## src/cpu_bus_pkg.sv

```systemverilog
/*
 * shared constants for the processor-side backplane interface: cycle kinds,
 * sequencer states, status bit positions, jumper codes and clock division.
 * assumes a single system clock standing in for the base oscillator.
 */
package cpu_bus_pkg;

	// base oscillator and the two derived bus rates
	localparam int OSC_HZ = 16_000_000;
	localparam int PHASE_HZ = 4_000_000;
	localparam int SLOW_HZ = 2_000_000;
	localparam int DIV_PHASE = OSC_HZ / PHASE_HZ;
	localparam int DIV_SLOW = OSC_HZ / SLOW_HZ;
	localparam int DIV_W = $clog2(DIV_SLOW);

	localparam int ADDR_W = 16;
	localparam int DATA_W = 8;
	localparam int IRQ_N = 8;

	// status word bit positions; bit 5 is unused and reads zero
	localparam int ST_MEMR = 0;
	localparam int ST_INP = 1;
	localparam int ST_M1 = 2;
	localparam int ST_OUT = 3;
	localparam int ST_HLTA = 4;
	localparam int ST_WO = 6;
	localparam int ST_INTA = 7;

	// wait_state_jumper codes
	localparam logic [1:0] WAIT_ONE = 2'h1;
	localparam logic [1:0] WAIT_TWO = 2'h2;
	localparam logic [1:0] WAIT_CNT_ONE = 2'h1;
	localparam logic [1:0] WAIT_CNT_TWO = 2'h2;

	localparam logic [7:0] RESTART_LOW = 8'h00;
	localparam logic [7:0] IO_HIGH = 8'h00;

	typedef enum logic [2:0] {
		CYC_MEM_RD = 3'h0,
		CYC_MEM_WR = 3'h1,
		CYC_IO_IN = 3'h2,
		CYC_IO_OUT = 3'h3,
		CYC_FETCH = 3'h4,
		CYC_INT_ACK = 3'h5,
		CYC_HALT = 3'h6
	} cyc_kind_e;

	typedef enum logic [2:0] {
		ST_IDLE = 3'h0,
		ST_T1 = 3'h1,
		ST_T2 = 3'h2,
		ST_TW = 3'h3,
		ST_T3 = 3'h4,
		ST_HOLD = 3'h5
	} bus_state_e;

endpackage : cpu_bus_pkg

```

## src/pin_sync.sv

```systemverilog
/*
 * two-flop synchroniser for a vector of pins; each bit crosses on its own.
 * assumes the pins are quasi-static or sampled only as levels.
 */
`timescale 1ns/1ps
module pin_sync #(
	parameter int WIDTH = 8
) (
	input wire logic clk_sys,
	input wire logic rst_b,
	input wire logic [WIDTH-1:0] pin_in,
	output logic [WIDTH-1:0] pin_out
);

	logic [WIDTH-1:0] stage1;

	// first stage is read only by the second
	always_ff @(posedge clk_sys or negedge rst_b) begin
		if (!rst_b) begin
			stage1 <= '0;
			pin_out <= '0;
		end else begin
			stage1 <= pin_in;
			pin_out <= stage1;
		end
	end

endmodule : pin_sync

```

## src/cpu_bus_interface.sv

```systemverilog
/*
 * processor-side backplane interface: clock division, bus cycle sequencer,
 * status word, wait states, restart address, write strobe gating, bus release.
 * assumes the core issues one cycle request at a time and that memory and
 * I/O boards decode the full address themselves.
 */
// Behaviour
// - the board drives a full 16-bit address so any of 65,536 bytes is selectable.
// - read data comes in on the input bus and write data leaves on a separate output bus.
// - a 16 MHz base is divided to a 4 MHz phase clock and a 2 MHz clock, both driven out.
// - status bits are memory read, input, fetch, output, halt, (unused), write-out, int ack.
// - the eight status lines are presented during every bus cycle.
// - memory cycles get zero, one or two wait states as the wait jumper selects.
// - the restart high byte comes from eight jumpers, open reading one, fitted zero.
// - after any reset the processor restarts fetching from the configured address.
// - the core rate is selected between the 4 MHz and 2 MHz rates by a jumper.
// - address mirroring is on by default and off when its jumper is cut.
// - the memory-write strobe is driven onto the bus only when its enable jumper is fitted.
// - on a bus request the processor stops and floats its address and data outputs.
// - eight vectored priority interrupt lines are accepted and the highest is reported.
// - the I/O space has 256 ports separate from memory.
`timescale 1ns/1ps
module cpu_bus_interface
	import cpu_bus_pkg::*;
(
	input wire logic clk_sys,
	input wire logic rst_b,
	input wire logic req_valid,
	input wire logic [2:0] req_kind,
	input wire logic [ADDR_W-1:0] req_addr,
	input wire logic [DATA_W-1:0] req_wdata,
	output logic req_taken,
	output logic req_done,
	output logic [DATA_W-1:0] rd_data,
	output logic core_tick,
	output logic irq_pending,
	output logic [2:0] irq_vector,
	output logic [ADDR_W-1:0] addr_out,
	output logic addr_oe,
	output logic [DATA_W-1:0] dout,
	output logic dout_oe,
	output logic [7:0] status,
	output logic status_oe,
	output logic psync,
	output logic pstval_b,
	output logic pdbin,
	output logic pwr_b,
	output logic pwait,
	output logic phlda,
	output logic mwrt,
	output logic mwrt_oe,
	output logic phase_clk,
	output logic slow_clk,
	input wire logic [DATA_W-1:0] din,
	input wire logic rdy,
	input wire logic xrdy,
	input wire logic hold_b,
	input wire logic [IRQ_N-1:0] irq_b,
	input wire logic [1:0] wait_state_jumper,
	input wire logic [7:0] restart_address_jumpers,
	input wire logic core_clock_select_jumper,
	input wire logic address_mirror_jumper,
	input wire logic write_strobe_enable_jumper
);

	localparam int SYNC_W = 3 + IRQ_N + DATA_W + 13;

	logic [SYNC_W-1:0] sync_q;
	logic rdy_s, xrdy_s, hold_s, core_sel_s, mirror_s, wse_s;
	logic [IRQ_N-1:0] irq_s;
	logic [DATA_W-1:0] din_s;
	logic [1:0] wait_sel_s;
	logic [7:0] restart_hi_s;

	pin_sync #(.WIDTH(SYNC_W)) u_sync (
		.clk_sys(clk_sys),
		.rst_b(rst_b),
		// active-low pins are inverted ahead of the flops so their reset value reads idle;
		// otherwise a false hold grant and false interrupts follow every reset
		.pin_in({rdy, xrdy, ~hold_b, ~irq_b, din, wait_state_jumper,
			restart_address_jumpers, core_clock_select_jumper,
			address_mirror_jumper, write_strobe_enable_jumper}),
		.pin_out(sync_q)
	);

	assign {rdy_s, xrdy_s, hold_s, irq_s, din_s, wait_sel_s, restart_hi_s,
		core_sel_s, mirror_s, wse_s} = sync_q;

	// clock divider: counter bits give the bus clocks directly
	logic [DIV_W-1:0] div_cnt, next_div_cnt;
	logic tick_phase, tick_slow;

	always_comb begin
		next_div_cnt = div_cnt + DIV_W'(1);
	end

	always_ff @(posedge clk_sys or negedge rst_b) begin
		if (!rst_b) begin
			div_cnt <= '0;
		end else begin
			div_cnt <= next_div_cnt;
		end
	end

	assign phase_clk = div_cnt[$clog2(DIV_PHASE)-1];
	assign slow_clk = div_cnt[DIV_W-1];
	assign tick_phase = (div_cnt[$clog2(DIV_PHASE)-1:0] == '1);
	assign tick_slow = (div_cnt == '1);
	// intact etch (high) keeps the fast rate
	assign core_tick = core_sel_s ? tick_phase : tick_slow;

	// interrupt lines are active low; lowest index wins
	always_comb begin
		irq_vector = 3'h0;
		for (int i = IRQ_N - 1; i >= 0; i--) begin
			if (irq_s[i]) begin
				irq_vector = 3'(i);
			end
		end
	end
	assign irq_pending = |irq_s;

	// bus cycle sequencer
	bus_state_e state, next_state;
	cyc_kind_e kind, next_kind;
	logic [1:0] wcnt, next_wcnt;
	logic first_fetch, next_first_fetch;
	logic [ADDR_W-1:0] next_addr;
	logic [DATA_W-1:0] next_dout, next_rd_data;
	logic [7:0] next_status;
	logic next_done;
	logic hold_req, ready, is_mem, is_read, is_write, in_cycle, data_phase;
	cyc_kind_e rk;

	assign hold_req = hold_s;
	assign ready = rdy_s && xrdy_s;
	assign rk = cyc_kind_e'(req_kind);
	assign is_mem = (kind == CYC_MEM_RD) || (kind == CYC_MEM_WR) || (kind == CYC_FETCH);
	assign is_read = (kind == CYC_MEM_RD) || (kind == CYC_FETCH) || (kind == CYC_IO_IN)
		|| (kind == CYC_INT_ACK);
	assign is_write = (kind == CYC_MEM_WR) || (kind == CYC_IO_OUT);
	assign in_cycle = (state == ST_T1) || data_phase;
	assign data_phase = (state == ST_T2) || (state == ST_TW) || (state == ST_T3);
	assign req_taken = (state == ST_IDLE) && core_tick && !hold_req && req_valid;

	always_comb begin
		next_state = state;
		next_kind = kind;
		next_wcnt = wcnt;
		next_first_fetch = first_fetch;
		next_addr = addr_out;
		next_dout = dout;
		next_rd_data = rd_data;
		next_status = status;
		next_done = 1'b0;
		case (state)
			ST_IDLE: begin
				if (hold_req) begin
					next_state = ST_HOLD;
				end else if (req_taken) begin
					next_state = ST_T1;
					next_kind = rk;
					next_dout = req_wdata;
					next_addr = req_addr;
					if (rk == CYC_IO_IN || rk == CYC_IO_OUT) begin
						// port number on the low byte, copied high when mirroring
						next_addr = {mirror_s ? req_addr[7:0] : IO_HIGH, req_addr[7:0]};
					end else if (rk == CYC_FETCH && first_fetch) begin
						next_addr = {restart_hi_s, RESTART_LOW};
					end
					next_status = '0;
					case (rk)
						CYC_MEM_RD: next_status[ST_MEMR] = 1'b1;
						CYC_MEM_WR: next_status[ST_WO] = 1'b1;
						CYC_IO_IN: next_status[ST_INP] = 1'b1;
						CYC_IO_OUT: begin
							next_status[ST_OUT] = 1'b1;
							next_status[ST_WO] = 1'b1;
						end
						CYC_FETCH: begin
							next_status[ST_MEMR] = 1'b1;
							next_status[ST_M1] = 1'b1;
						end
						CYC_INT_ACK: begin
							next_status[ST_INTA] = 1'b1;
							next_status[ST_M1] = 1'b1;
						end
						CYC_HALT: begin
							next_status[ST_HLTA] = 1'b1;
							next_status[ST_MEMR] = 1'b1;
						end
						default: next_status = '0;
					endcase
				end
			end
			ST_T1: begin
				if (core_tick) begin
					next_state = ST_T2;
					next_wcnt = '0;
					if (is_mem && wait_sel_s == WAIT_ONE) begin
						next_wcnt = WAIT_CNT_ONE;
					end else if (is_mem && wait_sel_s == WAIT_TWO) begin
						next_wcnt = WAIT_CNT_TWO;
					end
				end
			end
			ST_T2: begin
				if (core_tick) begin
					next_state = (wcnt != '0 || !ready) ? ST_TW : ST_T3;
				end
			end
			ST_TW: begin
				if (core_tick) begin
					if (wcnt != '0) begin
						next_wcnt = wcnt - 2'h1;
					end
					if (wcnt <= 2'h1 && ready) begin
						next_state = ST_T3;
					end
				end
			end
			ST_T3: begin
				if (core_tick) begin
					next_state = ST_IDLE;
					next_done = 1'b1;
					if (is_read) begin
						next_rd_data = din_s;
					end
					if (kind == CYC_FETCH) begin
						next_first_fetch = 1'b0;
					end
				end
			end
			ST_HOLD: begin
				if (!hold_req) begin
					next_state = ST_IDLE;
				end
			end
			default: next_state = ST_IDLE;
		endcase
	end

	always_ff @(posedge clk_sys or negedge rst_b) begin
		if (!rst_b) begin
			state <= ST_IDLE;
			kind <= CYC_MEM_RD;
			wcnt <= '0;
			first_fetch <= 1'b1;
			addr_out <= '0;
			dout <= '0;
			rd_data <= '0;
			status <= '0;
			req_done <= 1'b0;
		end else begin
			state <= next_state;
			kind <= next_kind;
			wcnt <= next_wcnt;
			first_fetch <= next_first_fetch;
			addr_out <= next_addr;
			dout <= next_dout;
			rd_data <= next_rd_data;
			status <= next_status;
			req_done <= next_done;
		end
	end

	// address, status and data drivers fall off whenever no cycle runs, so a master can take over
	assign addr_oe = in_cycle;
	assign status_oe = in_cycle;
	assign dout_oe = in_cycle && is_write;
	assign psync = (state == ST_T1);
	assign pstval_b = !(state == ST_T1);
	assign pdbin = data_phase && is_read;
	assign pwr_b = !(data_phase && is_write);
	assign pwait = (state == ST_TW);
	assign phlda = (state == ST_HOLD);
	assign mwrt = !pwr_b && (kind == CYC_MEM_WR);
	// line stays floating when the enable jumper is off
	assign mwrt_oe = wse_s;
endmodule : cpu_bus_interface

```

## config.mk

```make
export PLATFORM = sky130hd
export DESIGN_NAME = cpu_bus_interface
export DESIGN_NICKNAME = d
export VERILOG_FILES = /design/src/cpu_bus_pkg.sv /design/src/pin_sync.sv /design/src/cpu_bus_interface.sv
export SDC_FILE = /design/constraint.sdc
export NUM_CORES = 1
export LEC_CHECK = 0
export BUFFER_PORTS_ARGS = -buffer_cell sky130_fd_sc_hd__buf_2
export CELL_PAD_IN_SITES_DETAIL_PLACEMENT = 1
export CELL_PAD_IN_SITES_GLOBAL_PLACEMENT = 1
export CORE_UTILIZATION = 41
export CTS_CLUSTER_DIAMETER = 40
export DETAILED_ROUTE_END_ITERATION = 6
export GPL_TIMING_DRIVEN = 0
export PLACE_DENSITY = 0.8
export SYNTH_ARGS = -nofsm -noshare
export SYNTH_HDL_FRONTEND = slang
export SYNTH_HIERARCHICAL = 1
export SYNTH_SLANG_ARGS = --single-unit
```

## constraint.sdc

```tcl
create_clock -name clk_sys -period 2.8 [get_ports clk_sys]
set_clock_uncertainty 0.1 [all_clocks]
set_input_delay 0.28 -clock clk_sys [delete_from_list [all_inputs] [get_ports clk_sys]]
set_output_delay 0.28 -clock clk_sys [all_outputs]
set_load 0.1 [all_outputs]
```

### Word-level counts from Yosys, hierarchy flattened

Index checks and enable logic that the tools add are counted.

| word-level totals | value |
|---|---|
| bits in registers | 116 |
| bits in latches | 0 |
| RAM bits | 0 |
| bits in read-only memories | 0 |
| output and inout bits | 60 |
| logic and storage cells | 124 |
| memories | 0 |

| cells by class | value |
|---|---|
| add/sub/neg operators | 2 |
| $mul | 0 |
| div/mod/pow operators | 0 |
| order comparisons | 1 |
| equality and inequality tests | 28 |
| shift-type cells | 0 |
| multiplexer cells | 37 |
| bitwise logic cells | 3 |
| reduce and logical (&&, ||, !) cells | 41 |

Operators with widths:

| kind | count |
|---|---|
| 3-bit two-way mux | 17 |
| 16-bit two-way mux | 2 |
| 3-bit == test, second input constant | 8 |
| 3-bit by 2-bit == test with 1-bit output, second input constant | 6 |
| 3-bit one-hot mux with 6 select lines | 1 |
| 1-bit logical AND | 12 |
| 1-bit logical OR | 11 |
| 1-bit two-way mux | 10 |
| 2-bit two-way mux | 5 |
| 2-bit != test, second input constant | 5 |
| 3-bit by 1-bit == test with 1-bit output, second input constant | 3 |
| 3-bit zero test | 3 |
| 3-bit AND reduction | 3 |
| 8-bit two-way mux | 1 |
| 8-bit inverter | 1 |
| 8-bit OR reduction | 1 |
| 7-bit AND reduction | 1 |
| 2-bit == test, second input constant | 2 |
| 1-bit zero test | 4 |
| 2-bit by 1-bit != test with 1-bit output, second input constant | 2 |
| 2-bit one-hot mux with 2 select lines | 1 |
| 4-bit AND reduction | 1 |
| 2-bit nonzero test | 2 |
| 2-bit OR reduction | 2 |
| other kinds (7) | 8 |

### Depth between registers and ports, before layout

| depth | value |
|---|---|
| depth after elaboration | 8 |
| mapped depth | 9 |
| depth with buffers taken out | 7 |

### Modules after synthesis

Netlist, hierarchy kept.

Modules (own cells, without submodules):

| module | times used | cells an instance | area an instance (um^2) | sequential area each (um^2) |
|---|---|---|---|---|
| cpu_bus_interface | 1 | 250 | 2,635.0 | 1,302.5 |
| pin_sync | 1 | 64 | 1,601.5 | 1,601.5 |

### Worst setup path after synthesis

OpenSTA, ideal clock, no wires.

| path | value |
|---|---|
| path kind | register to output |
| from | register state[2] |
| to | output dout_oe |
| data arrival time | 3,149 ps |
| path slack | -729 ps |
| stages on the path, launching flop included | 4 |
| buffers on the path | 1 |
| cells stage by stage | dfrtp_1 -> clkbuf_1 -> xnor2_1 -> and2_1 |

| on the way | value |
|---|---|
| cells in the longest elaborated chain, start to end | 5 |
| elaborated cells between the ends (all ways) | 8 |

RTL lines:

| item | line | text |
|---|---|---|
| from (decl) | cpu_bus_interface.sv:124 | `bus_state_e state, next_state;` |
| from (signal assigned) | cpu_bus_interface.sv:255 | `state <= next_state;` |
| 3-bit by 2-bit == test with 1-bit output | cpu_bus_interface.sv:143 | `assign data_phase = (state == ST_T2) \|\| (state == ST_TW) \|\| (state == ST_T3);` |
| 1-bit logical OR (2 in a row) | cpu_bus_interface.sv:143 |  |
| 1-bit logical OR (*) | cpu_bus_interface.sv:142 | `assign in_cycle = (state == ST_T1) \|\| data_phase;` |
| via addr_oe | cpu_bus_interface.sv:39 | `output logic addr_oe,` |
| 1-bit logical AND (*) | cpu_bus_interface.sv:270 | `assign dout_oe = in_cycle && is_write;` |
| to (decl) | cpu_bus_interface.sv:41 | `output logic dout_oe,` |

Mark *: on every way through the listed nets, which the timed path passes. The rest lies on a longest branch.

### Worst setup path in the final report

| path | value |
|---|---|
| from | register state[1] |
| to | output mwrt |

| on the way | value |
|---|---|
| cells in the longest elaborated chain, start to end | 5 |
| elaborated cells between the ends (all ways) | 7 |

RTL lines:

| item | line | text |
|---|---|---|
| 3-bit by 2-bit == test with 1-bit output | cpu_bus_interface.sv:143 |  |
| 1-bit logical OR | cpu_bus_interface.sv:143 |  |
| 1-bit logical OR (*) | cpu_bus_interface.sv:143 |  |
| 1-bit logical AND (*) | cpu_bus_interface.sv:274 | `assign pwr_b = !(data_phase && is_write);` |
| 1-bit logical AND (*) | cpu_bus_interface.sv:277 | `assign mwrt = !pwr_b && (kind == CYC_MEM_WR);` |
| to (decl) | cpu_bus_interface.sv:50 | `output logic mwrt,` |

Mark *: on every way between the ends. The rest lies on a longest branch, timed or not.

==> results.yml <==
grt:
  gr-usage-all-layers_pct: 22.8
  grt_pass1_vias: 3568
  grt_overflow: 0
  grt_pass1_wl_um: 18500
  grt_max_degree: 69
  antenna_found_initial: 1
synth:
  synth-seq-cells: 116
  async_flop_share_pct: 100
  synth-seq-area-share_pct: 68.5
  synth_cell_types: 43
  syn-instance-count: 314
  synth_area_leader_cell: "dfrtp_1"
  synth_top_area_share_pct: 67.9
  syn_avg_cell_area_um2: 13.5
  ys_top_cells_by_area: "dfrtp_1, mux2_2, mux2_4, inv_1, a21oi_1"
  netlist_area_um2: 4240
  syn_nets: 381
  synthFlopType: "dfrtp_1"
  synth_edf_count: 0
  yosys_warnings: 6
worst_setup_path:
  critical_path_arrival_ns: 2.26
  crit_slowest_cell: "buf_2"
  crit-reg2reg-launch: "div_cnt[1]$_DFF_PN0_"
  cp-end-kind: "output pin"
  crit_start: "state[1]$_DFFE_PN0P_"
  worst_path_most_repeated_cell: "buf_2"
  crit_chain: "buf_2 -> nor2_1 -> mux2i_1 -> nand2b_1 -> nor2_4 -> buf_2"
  critPathKind: "reg2out"
  cp_top_family: "simple AND/OR/NAND/NOR gates"
  path_max_fanout: 9
  required_ns: 2.42
  crit_buf_inv: 2
  start_kind: "flop"
  cpPeakStageDelay_ns: 0.42
timing:
  setup_ws_ns: 0.157
  max_freq_ghz: 0.378
  hold_viol: 0
  slew_viol_final: 0
  tightest_slew_ns: 0.660
  slew_headroom_pct: 56.0
  min_period_ns: 2.64
  rsz0062_at_grt: "no"
  hold_slack_ns: 0.0411
  fin_crit_sh_pct: 94.4
  setup_viol: 0
floorplan:
  io_pins: 122
  fp.dieW_um: 104
  die_area_um2: 10700
  core_um2: 9910
  start_util_pct: 42.8
  fp.dieH_um: 104
  rows: 36
place:
  numPortBuffers: 119
  dp_hpwl_um: 7070
  dp_slack_ns: 0.374
  gp_congestion: 0.797
  dpl_cell_area_um2: 5050
clock_tree:
  cts.sinks: 116
  tritoncts: "built"
  htreeDepth: 4
  clk_latency_ns: 0.51
  path_clk_slew_ns: 0.06
  clock_path_buffers: 2
  cts_buffers: 17
  cts-root-buf: "clkbuf_8"
detailed_routing:
  wl_per_cell_um: 17.5
  ant_nets: 0
  drt-initial-drc-count: 71
  vias_per_cell: 4.82
  drc: 0
  vias: 3137
  firstDrtPassIters: 6
  wirelength_um: 11400
power:
  p_leak_nw: 3.07
  power_mw: 7.86
  peakVddDrop_v: 0.000824
  power_density_nw_per_um2: 1270
cells_and_area:
  multi_input_area_um2: 1150
  syn_to_final_growth_pct: 45.5
  nNetsFinal: 571
  layout_commonest_cell: "buf_2"
  layout-drive-gt1-share_pct: 38.9
  layout_common_cells: "buf_2, dfrtp_1, dlygate4sd3_1"
  utilization_pct: 62.2
  nFillCells: 999
  regArea_um2: 2910
  final_area_um2: 6160
status:
  status: "finished clean"
flow_run:
  maxCapViolCount: 0
hold_path:
  hold_class: "in2reg"
  hold_start: "req_kind[0]"
power breakdown:
group | leakage (nW) | total (mW) | switching (mW) | internal (mW)
Sequential | 1.39 | 2.22 | 0.209 | 2.01
Combinational | 1.41 | 3.56 | 2.93 | 0.632
Clock | 0.272 | 2.07 | 0.801 | 1.27
Total | 3.07 | 7.86 | 3.94 | 3.91
through the flow:
stage                     TNS (ns)  cells
final                            0    651
after global routing             0    651
after CTS                        0    650
after detailed placement         0    567
after global placement      -0.272    566
after floorplan            -0.0288    314
final cells by class:
class	count	area share [%]
Inverter	32	1.99
Buffer	14	1.38
Clock inverter	14	2.50
Sequential cell	116	47.1
Timing Repair Buffer	172	18.8
Clock buffer	18	6.78
Multi-Input combinational cell	151	18.7
Antenna cell	1	0.0406
Tap cell	133	2.70
worst min-delay path, cell delays in order:
cell and delay [ns]:
clkbuf_2 0.16, nand3_1 0.09, o21ai_0 0.07
final timing paths:
kind,cells after the start,end,slack [ns]
setup / recovery,6,mwrt,0.16
hold / removal,3,status[3]$_DFFE_PN0P_,0.04
setup reg to reg,8,dout[6]$_DFFE_PN0P_,0.61
hold reg to reg,0,u_sync/pin_out[21]$_DFF_PN0_,0.24
max in group asynchronous,3,addr_out[8]$_DFFE_PN0P_,1.60
min in group asynchronous,2,u_sync/stage1[27]$_DFF_PN0_,0.24
logic make-up (layout without fill, tap and decap cells):
group                    after synthesis  after routing  synth area share, %
XOR/XNOR                               1              1                0.207
AND/OR/NAND/NOR                       59             59                 7.44
buffers and inverters                 47            250                 4.96
adder cells (fa/ha/maj)                5              5                 1.48
flip-flops                           116            116                 68.5
multiplexers                          34             34                 9.81
other                                  1              2               0.0885
AO/OA/AOI/OAI                         51             51                 7.47
cells in the mapped netlist, types with 2 or more instances:
master / n
a22oi_1: 9
buf_4: 2
mux2_2: 21
mux2i_1: 3
nor4_1: 3
and3_1: 3
o211ai_1: 2
buf_2: 5
nand2_1: 4
nand3_1: 11
dfrtp_1: 115
nor2b_1: 5
a31oi_1: 3
nand2b_1: 5
ha_1: 5
o21ai_0: 14
clkbuf_1: 5
nor2_1: 14
nor3_1: 5
nand3b_1: 3
and2_1: 2
mux2_4: 9
a21oi_1: 16
inv_1: 31
sequential cells by signal (all words and copies together) (netlist names):
| register | cells |
|---|---|
| addr_out | 16 |
| div_cnt | 3 |
| dout | 8 |
| first_fetch | 1 |
| kind | 3 |
| rd_data | 8 |
| req_done | 1 |
| state | 3 |
| status | 7 |
| u_sync/pin_out | 32 |
| u_sync/stage1 | 32 |
| wcnt | 2 |
per-layer routing:
metal,up-vias,routed length (um),global-route usage [%]
li1,1446,-,-
met1,1578,4530,25.8
met2,90,6180,40.2
met3,23,398,5.66
met4,0,300,11.4
met5,-,0,0
repair_timing:
item / 4_1_cts / 5_1_grt
gates resized for setup: 4 / 2
hold endpoints to repair: 101 / 0
setup buffers: 0 / 1
setup endpoints to repair: 1 / 1
hold buffers: 51 / 0
No activity file was read; power rests on OpenSTA's default activity.
